==> src/rtl/pnds_consts.svh <==
`ifndef PNDS_CONSTS_SVH
`define PNDS_CONSTS_SVH

// Register offsets on the 8-bit register port
`define PNDS_OFF_TRIG_SEL 8'h00
`define PNDS_OFF_MODE 8'h01
`define PNDS_OFF_XEN_HIGH 8'h02
`define PNDS_OFF_XEN_LOW 8'h03
`define PNDS_OFF_OUT_HIGH 8'h04
`define PNDS_OFF_OUT_LOW 8'h05
`define PNDS_OFF_STG_HIGH 8'h06
`define PNDS_OFF_STG_LOW 8'h07
`define PNDS_OFF_STG_HIGH_LO 8'h08
`define PNDS_OFF_STG_LOW_LO 8'h09

// Reset values
`define PNDS_RST_TRIG_SEL 8'hFF
`define PNDS_RST_MODE 8'hF0
`define PNDS_RST_ZERO 8'h00

// Field layout
`define PNDS_NOV_LSB 0
`define PNDS_SEL_W 2
`define PNDS_NIB_FILL 4'hF
`define PNDS_MASK_FULL 8'hFF
`define PNDS_MASK_UPPER 8'hF0
`define PNDS_MASK_LOWER 8'h0F
`define PNDS_READ_UNMAPPED 8'h00

`endif

==> src/rtl/pnds_pkg.sv <==
package pnds_pkg;

    // One register-port access as seen by the block
    typedef struct packed {
        logic [7:0] addr;
        logic [7:0] wdata;
        logic wr;
        logic rd;
    } pnds_req_t;

    // Write bundle handed to one byte lane
    typedef struct packed {
        logic [7:0] stg_mask;
        logic out_we;
        logic [7:0] data;
    } pnds_lane_wr_t;

endpackage

==> src/rtl/pnds_trig.sv <==
`timescale 1ns/1ps
`include "pnds_consts.svh"

module pnds_trig (
    input wire logic [7:0] trig_sel,
    input wire logic [3:0] nov,
    input wire logic [3:0] cmp_a,
    input wire logic [3:0] cmp_b,
    output logic [3:0] fire
);

    function automatic logic pick(input logic [1:0] sel,
                                  input logic nov_bit,
                                  input logic [3:0] a,
                                  input logic [3:0] b);
        pick = a[sel] | (nov_bit & b[sel]);
    endfunction

    always_comb begin
        for (int g = 0; g < 4; g++) begin
            fire[g] = pick(trig_sel[g*`PNDS_SEL_W +: `PNDS_SEL_W],
                           nov[g], cmp_a, cmp_b);
        end
    end

endmodule

==> src/rtl/pnds_lane.sv <==
`timescale 1ns/1ps
`include "pnds_consts.svh"

module pnds_lane (
    input wire logic clk_sys,
    input wire logic rst_b,
    input wire pnds_pkg::pnds_lane_wr_t wr,
    input wire logic trig_hi,
    input wire logic trig_lo,
    input wire logic [7:0] xfer_en,
    output logic [7:0] staging_q,
    output logic [7:0] out_q
);

    logic [7:0] staging_d;
    logic [7:0] out_d;
    logic [7:0] copy;
    logic [7:0] cpu_mask;

    always_comb begin
        // Each nibble follows its own group's trigger
        copy = {{4{trig_hi}}, {4{trig_lo}}} & xfer_en;
        // Enabled output bits are not writable by software
        cpu_mask = wr.out_we ? ~xfer_en : 8'h00;
        // Transfer uses the value held before any same-cycle write
        out_d = (staging_q & copy) | (wr.data & cpu_mask)
              | (out_q & ~copy & ~cpu_mask);
        staging_d = (staging_q & ~wr.stg_mask)
                  | (wr.data & wr.stg_mask);
    end

    always_ff @(posedge clk_sys or negedge rst_b) begin
        if (!rst_b) begin
            staging_q <= `PNDS_RST_ZERO;
            out_q <= `PNDS_RST_ZERO;
        end else begin
            staging_q <= staging_d;
            out_q <= out_d;
        end
    end

endmodule

==> src/rtl/pnds_top.sv <==
// What this block does
// Two 8-bit staging registers, reset zero, RW
// Staging address depends on shared or split triggers
// Shared high groups: whole byte one address
// Split high groups: two nibble views, two addresses
// Nibble view unused bits read one, ignore writes
// Shared low groups: whole byte one address
// Split low groups: two nibble views, two addresses
// High staging copies to high output on trigger
// Low staging copies to low output on trigger
// Copy only bits whose transfer enable is set
// Enabled output bits block software writes
// Two-bit select picks timer channel 0 to 3
// Normal uses match A; non-overlap A or B
// Split trigger copies only its own nibble
// Same-cycle write: trigger moves the old value
//
// Our own choices: the placing of the registers and the address-and-strobe port.
`timescale 1ns/1ps
`include "pnds_consts.svh"

module pnds_top (
    input wire logic clk_sys,
    input wire logic rst_b,
    input wire logic [7:0] reg_addr,
    input wire logic [7:0] reg_wdata,
    input wire logic reg_wr,
    input wire logic reg_rd,
    input wire logic [3:0] cmp_a,
    input wire logic [3:0] cmp_b,
    output logic [7:0] reg_rdata,
    output logic [7:0] pulse_out_high,
    output logic [7:0] pulse_out_low
);

    pnds_pkg::pnds_req_t req;
    pnds_pkg::pnds_lane_wr_t wr_high;
    pnds_pkg::pnds_lane_wr_t wr_low;

    logic [7:0] trigger_select_reg_q;
    logic [7:0] trigger_select_reg_d;
    logic [7:0] output_mode_reg_q;
    logic [7:0] output_mode_reg_d;
    logic [7:0] transfer_enable_high_q;
    logic [7:0] transfer_enable_high_d;
    logic [7:0] transfer_enable_low_q;
    logic [7:0] transfer_enable_low_d;
    logic [7:0] rdata_q;
    logic [7:0] rdata_d;

    logic [7:0] staging_high;
    logic [7:0] staging_low;
    logic [7:0] out_high_q;
    logic [7:0] out_low_q;
    logic [3:0] group_fire;
    logic split_high;
    logic split_low;

    function automatic logic [7:0] upper_view(input logic [7:0] b);
        upper_view = {b[7:4], `PNDS_NIB_FILL};
    endfunction

    function automatic logic [7:0] lower_view(input logic [7:0] b);
        lower_view = {`PNDS_NIB_FILL, b[3:0]};
    endfunction

    // Byte mask for a staging write at the shared or upper-view address
    function automatic logic [7:0] main_mask(input logic split);
        main_mask = split ? `PNDS_MASK_UPPER : `PNDS_MASK_FULL;
    endfunction

    // Split views read back with their reserved nibble set
    function automatic logic [7:0] main_read(input logic split,
                                             input logic [7:0] b);
        main_read = split ? upper_view(b) : b;
    endfunction

    // One driver for the whole request bundle
    assign req = {reg_addr, reg_wdata, reg_wr, reg_rd};

    // A byte splits when its two groups select different channels
    assign split_high = trigger_select_reg_q[7:6]
                     != trigger_select_reg_q[5:4];
    assign split_low = trigger_select_reg_q[3:2]
                    != trigger_select_reg_q[1:0];

    pnds_trig u_trig (
        .trig_sel(trigger_select_reg_q),
        .nov(output_mode_reg_q[`PNDS_NOV_LSB +: 4]),
        .cmp_a(cmp_a),
        .cmp_b(cmp_b),
        .fire(group_fire)
    );

    // Staging write decode
    always_comb begin
        wr_high.data = req.wdata;
        wr_high.out_we = req.wr && (req.addr == `PNDS_OFF_OUT_HIGH);
        wr_high.stg_mask = 8'h00;
        wr_low.data = req.wdata;
        wr_low.out_we = req.wr && (req.addr == `PNDS_OFF_OUT_LOW);
        wr_low.stg_mask = 8'h00;
        if (req.wr) begin
            if (req.addr == `PNDS_OFF_STG_HIGH) begin
                wr_high.stg_mask = main_mask(split_high);
            end
            if (req.addr == `PNDS_OFF_STG_HIGH_LO && split_high) begin
                wr_high.stg_mask = `PNDS_MASK_LOWER;
            end
            if (req.addr == `PNDS_OFF_STG_LOW) begin
                wr_low.stg_mask = main_mask(split_low);
            end
            if (req.addr == `PNDS_OFF_STG_LOW_LO && split_low) begin
                wr_low.stg_mask = `PNDS_MASK_LOWER;
            end
        end
    end

    // Groups 3 and 2 share the high byte, groups 1 and 0 the low byte
    pnds_lane u_lane_high (
        .clk_sys(clk_sys),
        .rst_b(rst_b),
        .wr(wr_high),
        .trig_hi(group_fire[3]),
        .trig_lo(group_fire[2]),
        .xfer_en(transfer_enable_high_q),
        .staging_q(staging_high),
        .out_q(out_high_q)
    );

    pnds_lane u_lane_low (
        .clk_sys(clk_sys),
        .rst_b(rst_b),
        .wr(wr_low),
        .trig_hi(group_fire[1]),
        .trig_lo(group_fire[0]),
        .xfer_en(transfer_enable_low_q),
        .staging_q(staging_low),
        .out_q(out_low_q)
    );

    // Control registers and read path
    always_comb begin
        trigger_select_reg_d = trigger_select_reg_q;
        output_mode_reg_d = output_mode_reg_q;
        transfer_enable_high_d = transfer_enable_high_q;
        transfer_enable_low_d = transfer_enable_low_q;
        rdata_d = `PNDS_READ_UNMAPPED;
        if (req.wr) begin
            unique case (req.addr)
                `PNDS_OFF_TRIG_SEL: trigger_select_reg_d = req.wdata;
                `PNDS_OFF_MODE: output_mode_reg_d = req.wdata;
                `PNDS_OFF_XEN_HIGH: transfer_enable_high_d = req.wdata;
                `PNDS_OFF_XEN_LOW: transfer_enable_low_d = req.wdata;
                default: begin
                end
            endcase
        end
        if (req.rd) begin
            unique case (req.addr)
                `PNDS_OFF_TRIG_SEL: rdata_d = trigger_select_reg_q;
                `PNDS_OFF_MODE: rdata_d = output_mode_reg_q;
                `PNDS_OFF_XEN_HIGH: rdata_d = transfer_enable_high_q;
                `PNDS_OFF_XEN_LOW: rdata_d = transfer_enable_low_q;
                `PNDS_OFF_OUT_HIGH: rdata_d = out_high_q;
                `PNDS_OFF_OUT_LOW: rdata_d = out_low_q;
                `PNDS_OFF_STG_HIGH: begin
                    rdata_d = main_read(split_high, staging_high);
                end
                `PNDS_OFF_STG_LOW: begin
                    rdata_d = main_read(split_low, staging_low);
                end
                `PNDS_OFF_STG_HIGH_LO: begin
                    // Only decoded while the byte is split
                    if (split_high) begin
                        rdata_d = lower_view(staging_high);
                    end
                end
                `PNDS_OFF_STG_LOW_LO: begin
                    if (split_low) begin
                        rdata_d = lower_view(staging_low);
                    end
                end
                default: begin
                end
            endcase
        end
    end

    always_ff @(posedge clk_sys or negedge rst_b) begin
        if (!rst_b) begin
            trigger_select_reg_q <= `PNDS_RST_TRIG_SEL;
            output_mode_reg_q <= `PNDS_RST_MODE;
            transfer_enable_high_q <= `PNDS_RST_ZERO;
            transfer_enable_low_q <= `PNDS_RST_ZERO;
            rdata_q <= `PNDS_RST_ZERO;
        end else begin
            trigger_select_reg_q <= trigger_select_reg_d;
            output_mode_reg_q <= output_mode_reg_d;
            transfer_enable_high_q <= transfer_enable_high_d;
            transfer_enable_low_q <= transfer_enable_low_d;
            rdata_q <= rdata_d;
        end
    end

    // Inversion bits are stored for software only; the output stage
    // that applies them sits outside this block.
    assign reg_rdata = rdata_q;
    assign pulse_out_high = out_high_q;
    assign pulse_out_low = out_low_q;

endmodule

==> config.mk <==
export PLATFORM = sky130hd
export DESIGN_NAME = pnds_top
export DESIGN_NICKNAME = d
export VERILOG_FILES = /design/src/rtl/pnds_pkg.sv /design/src/rtl/pnds_trig.sv /design/src/rtl/pnds_lane.sv /design/src/rtl/pnds_top.sv
export VERILOG_INCLUDE_DIRS = /design/src /design/src/rtl
export SDC_FILE = /design/constraint.sdc
export NUM_CORES = 1
export LEC_CHECK = 0
export BUFFER_PORTS_ARGS = -buffer_cell sky130_fd_sc_hd__buf_2
export CELL_PAD_IN_SITES_DETAIL_PLACEMENT = 1
export CELL_PAD_IN_SITES_GLOBAL_PLACEMENT = 1
export CORE_MARGIN = 2
export CORE_UTILIZATION = 51
export DETAILED_ROUTE_END_ITERATION = 16
export MAX_ROUTING_LAYER = met4
export PLACE_DENSITY_LB_ADDON = 0.1
export SKIP_LAST_GASP = 1
export SYNTH_ARGS = -nofsm -noshare
export SYNTH_HDL_FRONTEND = slang
export SYNTH_HIERARCHICAL = 1
export SYNTH_SLANG_ARGS = --single-unit
==> constraint.sdc <==
create_clock -name clk_sys -period 3.26 [get_ports clk_sys]
set_input_delay 0.652 -clock clk_sys [delete_from_list [all_inputs] [get_ports clk_sys]]
set_output_delay 0.652 -clock clk_sys [all_outputs]
set_load 0.005 [all_outputs]
**Word-level counts from Yosys, hierarchy flattened**

Cells that the tools add are included.

- Magnitude comparators: 4
- Eq/ne operators: 11
- Multiplexer cells: 32
- Bitwise logic cells: 36
- Reductions and logical operators: 9

Operators with widths:

| operator | number |
|---|---|
| 8-bit AND | 14 |
| 8-bit 2-to-1 mux | 11 |
| 8-bit case mux with 10 select lines | 1 |
| 8-bit NOT | 8 |
| 8-bit OR | 6 |
| 8-bit by 3-bit equality test with 1-bit output (second input constant) | 4 |
| 1-bit binary-select mux with 2-bit select | 8 |
| 8-bit by 2-bit equality test with 1-bit output (second input constant) | 2 |
| 8-bit by 4-bit equality test with 1-bit output (second input constant) | 2 |
| 4-bit 2-to-1 mux | 4 |
| 2-bit by 3-bit less-than comparator with 1-bit output (second input constant) | 4 |
| 8-bit by 1-bit equality test with 1-bit output (second input constant) | 1 |
| 8-bit logical NOT | 1 |
| 1-bit 2-to-1 mux | 8 |
| 2-bit AND reduction | 4 |
| 1-bit AND | 4 |
| 1-bit logical AND | 4 |
| 2-bit inequality test | 2 |
| 1-bit OR | 4 |

- Register bits after elaboration: 72
- Input port bits: 28
- Output and inout bits: 24
- Word-level logic and storage cells: 101

**Longest topological paths before layout**

Gate-level depths: netlist (run 1).

- Word-level depth: 9
- Gate-level depth with buffers: 7
- Depth with buffers taken out: 6

**By module**

The synthesis (run 1) kept the hierarchy.

By module, submodules not included:

| module | instances | cells an instance | area an instance (µm²) | seq. area each (µm²) |
|---|---|---|---|---|
| pnds_top | 1 | 213 | 2412.3 | 1016.0 |
| pnds_lane | 2 | 51 | 752.0 | 400.4 |
| pnds_trig | 1 | 12 | 240.2 | 0.0 |

**Worst setup path after synthesis (run 1)**

Ideal clock, no wire load.

- Kind: input to register
- From: in reg_addr[5]
- To: reg transfer_enable_low_q[0]
- Arrival time: 2.213 ns
- Required time: 3.135 ns
- Slack: 0.922 ns
- Stages on the path: 6
- Path buffers: 1
- Cells stage by stage: nor4_4 -> nand2b_4 -> or3_1 -> buf_6 -> nor2_8 -> mux2_4

- Longest elaborated chain between the ends: 2

RTL lines:

| what | RTL line | RTL |
|---|---|---|
| from (decl) | pnds_top.sv:25 | `input wire logic [7:0] reg_addr,` |
| 8-bit by 2-bit equality test with 1-bit output | pnds_top.sv:150 | `unique case (req.addr)` |
| 2-bit AND reduction (no line) | n/a |  |
| to (signal assigned) | pnds_top.sv:195 | `` transfer_enable_low_q <= `PNDS_RST_ZERO; `` |
| to (signal assigned) | pnds_top.sv:201 | `transfer_enable_low_q <= transfer_enable_low_d;` |
| to (decl) | pnds_top.sv:46 | `logic [7:0] transfer_enable_low_q;` |

No other way between the ends.
A chain may end at the register's enable or synchronous reset.

==> results of run 1 <==
## Yosys cell counts (all sizes together), types with 2 or more instances
master,number
xor2,4
nand3b,2
nor4,2
clkbuf,5
and3,3
mux4,9
a22oi,2
a21o,4
inv,3
mux2i,63
nand3,8
a31oi,5
nor2b,2
mux2,53
nor3b,2
a41oi,2
dfrtp,60
nor3,6
nand4,2
o21ai,12
nand2,13
dfstp,12
a32oi,3
o22ai,4
nor2,16
nand2b,3
buf,11
a21oi,7
## layout make-up
cell class | instances | area, sq um | share of cell area, %
Multi-Input combinational cell | 236 | 2232 | 47.76
Sequential cell | 72 | 1817 | 38.88
Timing Repair Buffer | 56 | 305.3 | 6.533
Clock buffer | 12 | 135.1 | 2.892
Tap cell | 102 | 127.6 | 2.731
Clock inverter | 4 | 45.04 | 0.9639
Inverter | 3 | 11.26 | 0.2410
## per-layer routing
metal | vias to the layer above | wire length (um) | global-route usage [%]
li1 | 1333 | - | -
met1 | 1557 | 4691 | 34.34
met2 | 79 | 5858 | 46.13
met3 | 15 | 390 | 4.254
met4 | 0 | 193 | 10.87
met5 | - | 0 | -
## power breakdown
group / switching (mW) / internal, mW / total (mW)
Clock: 0.334 / 0.351 / 0.685
Sequential: 0.0590 / 0.949 / 1.01
Combinational: 0.148 / 0.128 / 0.276
Total: 0.540 / 1.43 / 1.97
## kinds of logic (layout without fill, tap and decap cells)
kind of cell / after synthesis / after routing / share of synthesized area, %
buf+inv: 19 / 75 / 2.589
simple gates: 63 / 63 / 9.543
flops: 72 / 72 / 43.71
compound gates: 44 / 44 / 6.743
xor+xnor: 4 / 4 / 0.8428
mux: 125 / 125 / 36.57
## worst max path at each step
stage / slack [ns] / cells after the start / from / end
after floorplan: 0.92 / 6 / reg_addr[5] / transfer_enable_low_q[0]
after global placement: 0.69 / 6 / reg_addr[2] / flip-flop
after detailed placement: 0.57 / 6 / reg_addr[2] / flip-flop
after CTS: 0.93 / 6 / reg_addr[2] / flip-flop
after global routing: 0.69 / 6 / reg_addr[2] / flip-flop
final: 0.88 / 6 / reg_addr[2] / flip-flop
==> flow_metrics.py, run 1 <==
metrics = {
    "route": {
        "drtIter0Drc": 209,
        "viasPerCell": 6.153,
        "drtPass1Iterations": 4,
        "remaining_drc_errors": 0,
        "ant_nets": 0,
        "wl_per_cell_um": 22.96,
        "vias": 2984,
        "routed_wl_mm": 11.13,
    },
    "final_layout": {
        "nFillCells": 822,
        "final_common_cell": "mux2i_1",
        "diodes": 0,
        "final_util_pct": 59.86,
        "nNetsFinal": 406,
        "syn2layout_area_growth_pct": 12.43,
        "final_cell_mix": "mux2i_1, dfrtp_1, buf_2",
        "fin_cells": 485,
        "final_cell_area_sq_mm": 0.004673,
        "drive_gt1_share_pct": 32.90,
    },
    "synthesis": {
        "yosys.area.top_type": "dfrtp_1",
        "yosys_warnings": 6,
        "ys_async_sr_fraction_pct": 100.0,
        "synth_nets": 355,
        "yosys-top-cells-area": "dfrtp_1, mux2i_1, dfstp_2, mux2_4, mux2_2",
        "synth.distinct_cells": 44,
        "yosys_register_bits": 72,
        "netlist_area_sq_mm": 0.004156,
        "synth_top_area_share_pct": 36.12,
        "synth_cells": 327,
        "syn-mean-instance-area_sq_um": 12.71,
        "synth-main-ff-cell": "dfrtp_1",
        "seq_area_frac_synth_pct": 43.71,
        "synth_edf_count": 0,
    },
    "clock_network": {
        "cts_htree_levels": 3,
        "insertion_delay_ns": 0.35,
        "cts.clk_slew.worst_paths_ns": 0.07,
        "cts_tree": "yes",
        "cts_resized": 0,
        "cts-root-buf": "clkbuf_8",
        "post-cts-setup-buffer-count": 0,
        "cts_buffer_depth": 2,
        "ctsHoldBuffers": 0,
        "cts_num_sinks": 72,
        "cts_buffers": 9,
    },
    "timing": {
        "finalSetupViolCount": 0,
        "fin_skew_ns": 0.007326,
        "slew_headroom_pct": 45.60,
        "whs_ns": 0.3939,
        "period_minus_slack_ns": 2.382,
        "tns_ns": 0,
        "period_share_pct": 73.08,
        "final-max-slew-violation-count": 0,
        "fmax_mhz": 419.7,
        "rsz0062_at_grt": "no",
        "fin_ws_ns": 0.8776,
        "max_slew.worst_pin.slew_ns": 0.8099,
        "hold_viol_final": 0,
    },
    "critical_path": {
        "crit_family": "simple AND/OR/NAND/NOR gates",
        "crit_path_max_incr_delay_ns": 0.52,
        "crit_path_end_kind": "flip-flop",
        "cp-start-kind": "input port",
        "crit_buf_inv": 1,
        "required_ns": 3.49,
        "r2r_start": "trigger_select_reg_q[2]",
        "crit_chain": "buf_2 -> nor3b_1 -> o21ai_0 -> a21boi_0 -> nor3_1 -> mux2_1",
        "arrival_ns": 2.61,
        "worstRegToRegCells": 5,
        "crit_type": "input port to flip-flop",
        "path_max_fanout": 26,
        "critPathSlowestCell": "nor3_1",
        "r2r_setup_slack_ns": 1.06,
    },
    "global_route": {
        "grt_pass1_vias": 3191,
        "grt_use_total_pct": 27.80,
        "grt-ovfl-total": 0,
        "antenna_found_initial": 0,
        "grt_max_degree": 40,
        "grt_pass1_wl_mm": 17.66,
    },
    "floorplanning": {
        "dieWidth_um": 94.28,
        "fp.dieArea_sq_mm": 0.008888,
        "fp.dieH_um": 94.28,
        "core-area_sq_mm": 0.007807,
        "start_util_pct": 53.24,
        "pin_count": 52,
        "num_rows": 32,
    },
    "power": {
        "power_density_mw_per_mm2": 421.3,
        "ir_worst_vdd_v": 0.0001863,
        "p_total_mw": 1.969,
        "p_leak_nw": 2.172,
    },
    "worst_hold_path": {
        "hold_path_class": "input port to async pin",
    },
    "placement": {
        "post-place-ws_ns": 0.5680,
        "place_area_sq_mm": 0.004493,
        "dp_cells": 469,
        "place.gp.congestion": 0.8465,
        "dp_hpwl_mm": 8.008,
        "numPortBuffers": 51,
    },
    "run_status": {
        "outcome": "finished, final reports clean",
    },
    "job": {
        "drv_cap": 0,
    },
}
(Power assumes the default switching activity.)
==> run 2: changes to the inputs <==
ABC_AREA = 1   (was not set)
CORE_UTILIZATION = 42   (was 51)
clock period = 2.35 ns   (was 3.26 ns; I/O delays follow)
==> run 2 against run 1 <==
  * Area after synthesis up 7.7%
  * Flip-flop and latch count unchanged
  * Die area up 29%
  * Clock skew up 0.0033 ns
  * Sequential power up 58%
  * Combinational power up 100%
  * Count of clock-buffer cells in the layout down 1
  * Highest routed layer unchanged
==> flow_metrics.py, run 2 <==
metrics = {
    "synthesis": {
        "synth_edf_count": 0,
        "synth_nets": 687,
        "netlist_area_sq_mm": 0.004476,
        "yosys-top-cells-area": "dfrtp_1, nand2_1, nand3_1, inv_1, dfstp_2",
        "syn-mean-instance-area_sq_um": 6.791,
        "synth-main-ff-cell": "dfrtp_1",
        "yosys.area.top_type": "dfrtp_1",
        "ys_async_sr_fraction_pct": 100.0,
        "yosys_warnings": 6,
        "synth_common_cells": "nand2_1, nand3_1, inv_1",
        "synth_most_common_cell": "nand2_1",
        "synth_top_area_share_pct": 33.55,
        "yosys_register_bits": 72,
        "synth.distinct_cells": 24,
        "seq_area_frac_synth_pct": 40.59,
        "synth_cells": 659,
    },
    "final_layout": {
        "nFillCells": 1424,
        "syn2layout_area_growth_pct": 12.58,
        "drive_gt1_share_pct": 16.32,
        "nNetsFinal": 740,
        "final_cell_mix": "nand2_1, nand3_1, inv_1",
        "fin_cells": 853,
        "diodes": 0,
        "final_common_cell": "nand2_1",
    },
    "worst_hold_path": {
        "hold_path_class": "input port to flip-flop",
        "hold_depth": 3,
        "min-delay-start": "reg_rd",
    },
    "timing": {
        "final-max-slew-violation-count": 0,
        "period_share_pct": 83.84,
        "finalSetupViolCount": 0,
        "fin_skew_ns": 0.01067,
        "slew_headroom_pct": 58.13,
        "hold_viol_final": 0,
        "max_slew.worst_pin.slew_ns": 0.6236,
        "period_minus_slack_ns": 1.970,
        "tns_ns": 0,
        "rsz0062_at_grt": "no",
        "fmax_mhz": 507.6,
    },
    "job": {
        "drv_cap": 0,
    },
    "critical_path": {
        "cp-start-kind": "flip-flop",
        "crit_path_end_kind": "flip-flop",
        "worstRegToRegCells": 5,
        "cp-startpoint": "trigger_select_reg_q[0]",
        "r2r_start": "trigger_select_reg_q[0]",
        "path_max_fanout": 8,
        "required_ns": 2.56,
        "arrival_ns": 2.18,
        "crit_type": "flip-flop to flip-flop",
        "r2r_setup_slack_ns": 0.38,
    },
    "global_route": {
        "grt_use_met3_pct": 4.073,
        "grt_pass1_wl_mm": 23.39,
        "use_met1_pct": 37.32,
        "grt_use_total_pct": 26.97,
        "grt_max_degree": 54,
        "grt_pass1_vias": 4497,
        "met2_usage_pct": 41.82,
        "antenna_found_initial": 0,
        "top_usage_layer": "met2",
        "grt-ovfl-total": 0,
    },
    "run_status": {
        "outcome": "finished, final reports clean",
    },
    "placement": {
        "place.gp.congestion": 0.8964,
        "dp_cells": 836,
        "dp_hpwl_mm": 11.05,
        "numPortBuffers": 51,
    },
    "floorplanning": {
        "core-area_sq_mm": 0.01032,
        "dieWidth_um": 107.2,
        "fp.dieH_um": 107.2,
        "fp.dieArea_sq_mm": 0.01150,
        "num_rows": 37,
        "start_util_pct": 43.35,
        "pin_count": 52,
    },
    "route": {
        "routed_wl_mm": 14.22,
        "remaining_drc_errors": 0,
        "vias": 4414,
        "drtPass1Iterations": 5,
        "ant_nets": 0,
        "wl_per_cell_um": 16.67,
        "drtIter0Drc": 219,
        "viasPerCell": 5.175,
    },
    "clock_network": {
        "cts.clk_slew.worst_paths_ns": 0.08,
        "cts_buffer_depth": 2,
        "cts-root-buf": "clkbuf_8",
        "cts_buffers": 9,
        "cts_htree_levels": 3,
        "cts_num_sinks": 72,
        "insertion_delay_ns": 0.36,
        "cts_tree": "yes",
    },
    "power": {
        "power_density_mw_per_mm2": 634.3,
        "ir_worst_vdd_v": 0.0002914,
        "p_leak_nw": 2.617,
    },
}
## run 2: changes by cell type in the layout (fill, tap and decap cells not counted), sizes merged, moves of 6 or more
cell	previous run	this run
nand2	13	246
inv	3	103
mux4	9	0
nor2	16	37
o21ai	12	48
mux2i	63	0
a21oi	7	1
nand3	8	124
mux2	53	0
## run 2: area by class of cell
cell class / instances / area [sq um] / area share [%]
clock inverters: 5 / 55.05 / 1.093
clock buffers: 11 / 151.4 / 3.005
inverters: 103 / 386.6 / 7.673
multi-input cells: 467 / 2126 / 42.19
well taps: 136 / 170.2 / 3.377
flip-flops and latches: 72 / 1817 / 36.06
repair buffers: 59 / 332.8 / 6.605
## run 2: how the worst min path moves through the flow
| stage | endpoint | slack [ns] |
|---|---|---|
| after floorplan | output_mode_reg_q[0] | 0.17 |
| after global placement | u_lane_low/out_q[1] | 0.37 |
| after detailed placement | u_lane_low/out_q[1] | 0.38 |
| after CTS | reg_rdata[5] | 0.36 |
| after global routing | reg_rdata[5] | 0.38 |
| final | reg_rdata[5] | 0.37 |
## run 2: metal layers
metal	routed length (um)	vias up
met1	6952	2135
met2	6522	101
li1	-	2166
met5	0	-
met4	144	0
met3	604	12
## run 2: logic make-up after synthesis
kind of cell / Yosys count / share of synthesized area (%)
buffers and inverters: 120 / 12.19
AOI/OAI and AO/OA: 49 / 5.479
xor gates and xnor gates: 2 / 0.3915
DFF: 72 / 40.59
and+or+nand+nor: 416 / 41.35
## run 2: power breakdown
| group | switching, mW | internal, mW |
|---|---|---|
| Clock | 0.499 | 0.545 |
| Sequential | 0.187 | 1.41 |
| Combinational | 0.329 | 0.223 |
| Total | 1.02 | 2.18 |
## run 2: critical path: stages, from the launching register on
cell and delay [ns]:
dfstp_2 0.63, xnor2_1 0.23, nand2_2 0.18, nand2_1 0.11, a21oi_1 0.48, o21ai_0 0.18
## run 2: repair_timing
action	CTS	global route
hold buffers	1	0
buffers inserted	0	0
resized for setup	0	0
hold endpoints to repair	13	0
## run 2: per-stage QoR
step	util, %	instance area [sq um]	hold slack, ns	power [mW]	setup slack [ns]
floorplan	-	4476	0.1744	1.846	0.6786
CTS	48.81	5039	0.3619	3.222	0.4094
global placement	46.71	4822	0.3729	2.137	0.3765
detailed placement	46.71	4822	0.3796	2.175	0.2324
finish	48.81	5039	0.3713	3.196	0.3799
global route	48.81	5039	0.3771	3.384	0.2514
==> run 3: changes to the inputs <==
ABC_AREA = 0   (was 1)
CORE_UTILIZATION = 43   (was 42)
clock period = 1.6 ns   (was 2.35 ns; I/O delays follow)
==> run 3 against run 2 <==
  * Critical path depth unchanged
  * Critical path type unchanged
  * The run now ends with setup timing left
  * Highest routed layer unchanged
  * Power increased by 42%
  * Flip-flop and latch count unchanged
  * Combinational power increased by 43%
  * Wire length decreased by 6.5%
  * Fmax increased by 2.1%
  * First-iteration DRC count decreased by 46%
  * Global-route usage increased by 1.2 points
  * Largest cell class unchanged
==> flow_metrics.py, run 3 (synthesis results as in run 1) <==
metrics = {
    "clock_network": {
        "cts-root-buf": "clkbuf_8",
        "cts_htree_levels": 3,
        "cts_buffers": 9,
        "cts_num_sinks": 72,
        "cts.clk_slew.worst_paths_ns": 0.07,
        "insertion_delay_ns": 0.36,
        "cts_tree": "yes",
        "cts_buffer_depth": 2,
    },
    "global_route": {
        "grt_max_degree": 27,
        "grt_pass1_wl_mm": 20.90,
        "grt_use_total_pct": 28.18,
        "grt_pass1_vias": 3591,
        "grt-ovfl-total": 0,
        "antenna_found_initial": 0,
    },
    "critical_path": {
        "crit_buf_inv": 1,
        "path_max_fanout": 4,
        "crit_path_end_kind": "flip-flop",
        "cp-start-kind": "flip-flop",
        "crit_path_max_incr_delay_ns": 0.57,
        "crit_type": "flip-flop to flip-flop",
        "arrival_ns": 2.16,
        "crit_chain": "buf_6 -> mux4_2 -> a21o_4 -> mux2i_1 -> mux2i_1",
        "critPathSlowestCell": "dfstp_2",
        "cpMostUsedCell": "mux2i_1",
        "crit_family": "multiplexers",
        "required_ns": 1.83,
    },
    "timing": {
        "hold_viol_final": 0,
        "finalSetupViolCount": 61,
        "fin_ws_ns": -0.3294,
        "rsz0062_at_grt": "yes",
        "whs_ns": 0.2834,
        "max_slew.worst_pin.slew_ns": 0.4754,
        "fmax_mhz": 518.3,
        "period_minus_slack_ns": 1.929,
        "period_share_pct": 120.6,
        "slew_headroom_pct": 67.97,
        "fin_skew_ns": 0.01020,
        "final-max-slew-violation-count": 0,
    },
    "route": {
        "viasPerCell": 5.559,
        "drtPass1Iterations": 4,
        "dr.max_layer_used": "met4",
        "remaining_drc_errors": 0,
        "drtIter0Drc": 119,
        "met2WireLength_mm": 6.976,
        "ant_nets": 0,
        "routed_wl_mm": 13.30,
        "wl_per_cell_um": 22.89,
        "wl_met3_um": 300,
        "vias": 3230,
        "wl_met1_mm": 5.753,
    },
    "worst_hold_path": {
        "hold_path_class": "input port to flip-flop",
    },
    "power": {
        "p_leak_nw": 2.595,
        "internal_power_mw": 3.306,
        "ir_worst_vdd_v": 0.0006546,
        "p_seq_share_pct": 45.4,
        "power_frac_clock_pct": 37.2,
        "p_sw_share_pct": 26.99,
        "power_density_mw_per_mm2": 806.7,
        "pwr-share-comb_pct": 17.5,
        "switchingPower_mw": 1.222,
    },
    "final_layout": {
        "syn2layout_area_growth_pct": 35.04,
        "final_cell_mix": "buf_4, mux2i_1, dfrtp_1",
        "drive_gt1_share_pct": 54.42,
        "final_util_pct": 60.17,
        "final_common_cell": "buf_4",
        "fin_cells": 581,
        "nNetsFinal": 475,
        "final_cell_area_sq_mm": 0.005613,
        "diodes": 0,
    },
    "floorplanning": {
        "fp.dieArea_sq_mm": 0.01047,
        "dieWidth_um": 102.3,
        "fp.dieH_um": 102.3,
        "start_util_pct": 44.56,
        "num_rows": 35,
        "pin_count": 52,
        "core-area_sq_mm": 0.009328,
    },
    "placement": {
        "place.gp.congestion": 0.8040,
        "dp_cells": 556,
        "place_area_sq_mm": 0.005071,
        "dp_hpwl_mm": 9.560,
        "numPortBuffers": 51,
    },
    "run_status": {
        "outcome": "complete, but fails checks",
        "violations": "setup timing",
    },
    "job": {
        "drv_cap": 0,
    },
}
-- run 3: cell types whose count changed in the layout (fill, tap and decap cells not counted), sizes merged, moves of 9 or more --
| cell | change |
|---|---|
| nand2 | -233 |
| nor2 | -21 |
| mux2i | +63 |
| mux2 | +53 |
| nand3 | -116 |
| buf | +66 |
| o21ai | -36 |
| inv | -100 |
| mux4 | +9 |
-- run 3: worst min-delay path: stages --
cell and delay (ns):
buf_2 0.09, nand3_1 0.08, o211ai_1 0.10
-- run 3: worst paths after layout --
path | start | end | slack (ns) | cells past startpoint
max | trigger_select_reg_q[0] | u_lane_low/out_q[0] | -0.33 | 5
min | reg_rd | reg_rdata[1] | 0.28 | 3
max reg2reg | trigger_select_reg_q[0] | u_lane_low/out_q[0] | -0.33 | 5
min reg2reg | transfer_enable_high_q[6] | u_lane_high/out_q[6] | 0.51 | 1
max in group asynchronous | rst_b | output_mode_reg_q[4] | 0.63 | 3
min in group asynchronous | rst_b | async pin | 0.41 | 2
-- run 3: cell type report --
class                      count  area (sq um)
fill                         967          3715
multi-input combinational    236          2501
sequential                    72          1817
timing repair buffer         125         892.1
tap                          129         161.4
clock buffer                  11         151.4
clock inverter                 5         78.83
inverter                       3         11.26
-- run 3: per-stage QoR --
step	worst slack, ns	power (mW)	setup TNS [ns]
6_report	-0.3294	4.528	-6.701
5_1_grt	-0.3642	4.708	-10.05
4_1_cts	-0.2676	4.531	-7.024
3_5_place_dp	-0.4856	2.794	-27.23
3_3_place_gp	-0.4406	2.764	-24.88
2_1_floorplan	-0.4064	2.429	-14.22
-- run 3: layer usage --
layer  vias up  track usage, %
met2        56           47.72
met4         0           7.590
met1      1695           35.35
met5         -               -
met3        21           4.241
li1       1458               -
-- run 3: power by group through the flow --
stage	Sequential [mW]	Combinational, mW	Clock [mW]
after detailed placement	2.08	0.715	0
after global placement	2.07	0.691	0
after floorplan	2.05	0.377	0
final	2.05	0.791	1.68
after global routing	2.07	0.854	1.78
after CTS	2.05	0.776	1.70
-- run 3: repair_timing --
item	CTS	global route
setup buffers	5	5
hold buffers	1	0
hold endpoints to repair	17	0
gates resized for setup	48	9
endpoints found under the setup margin	64	68
pin swaps	13	8
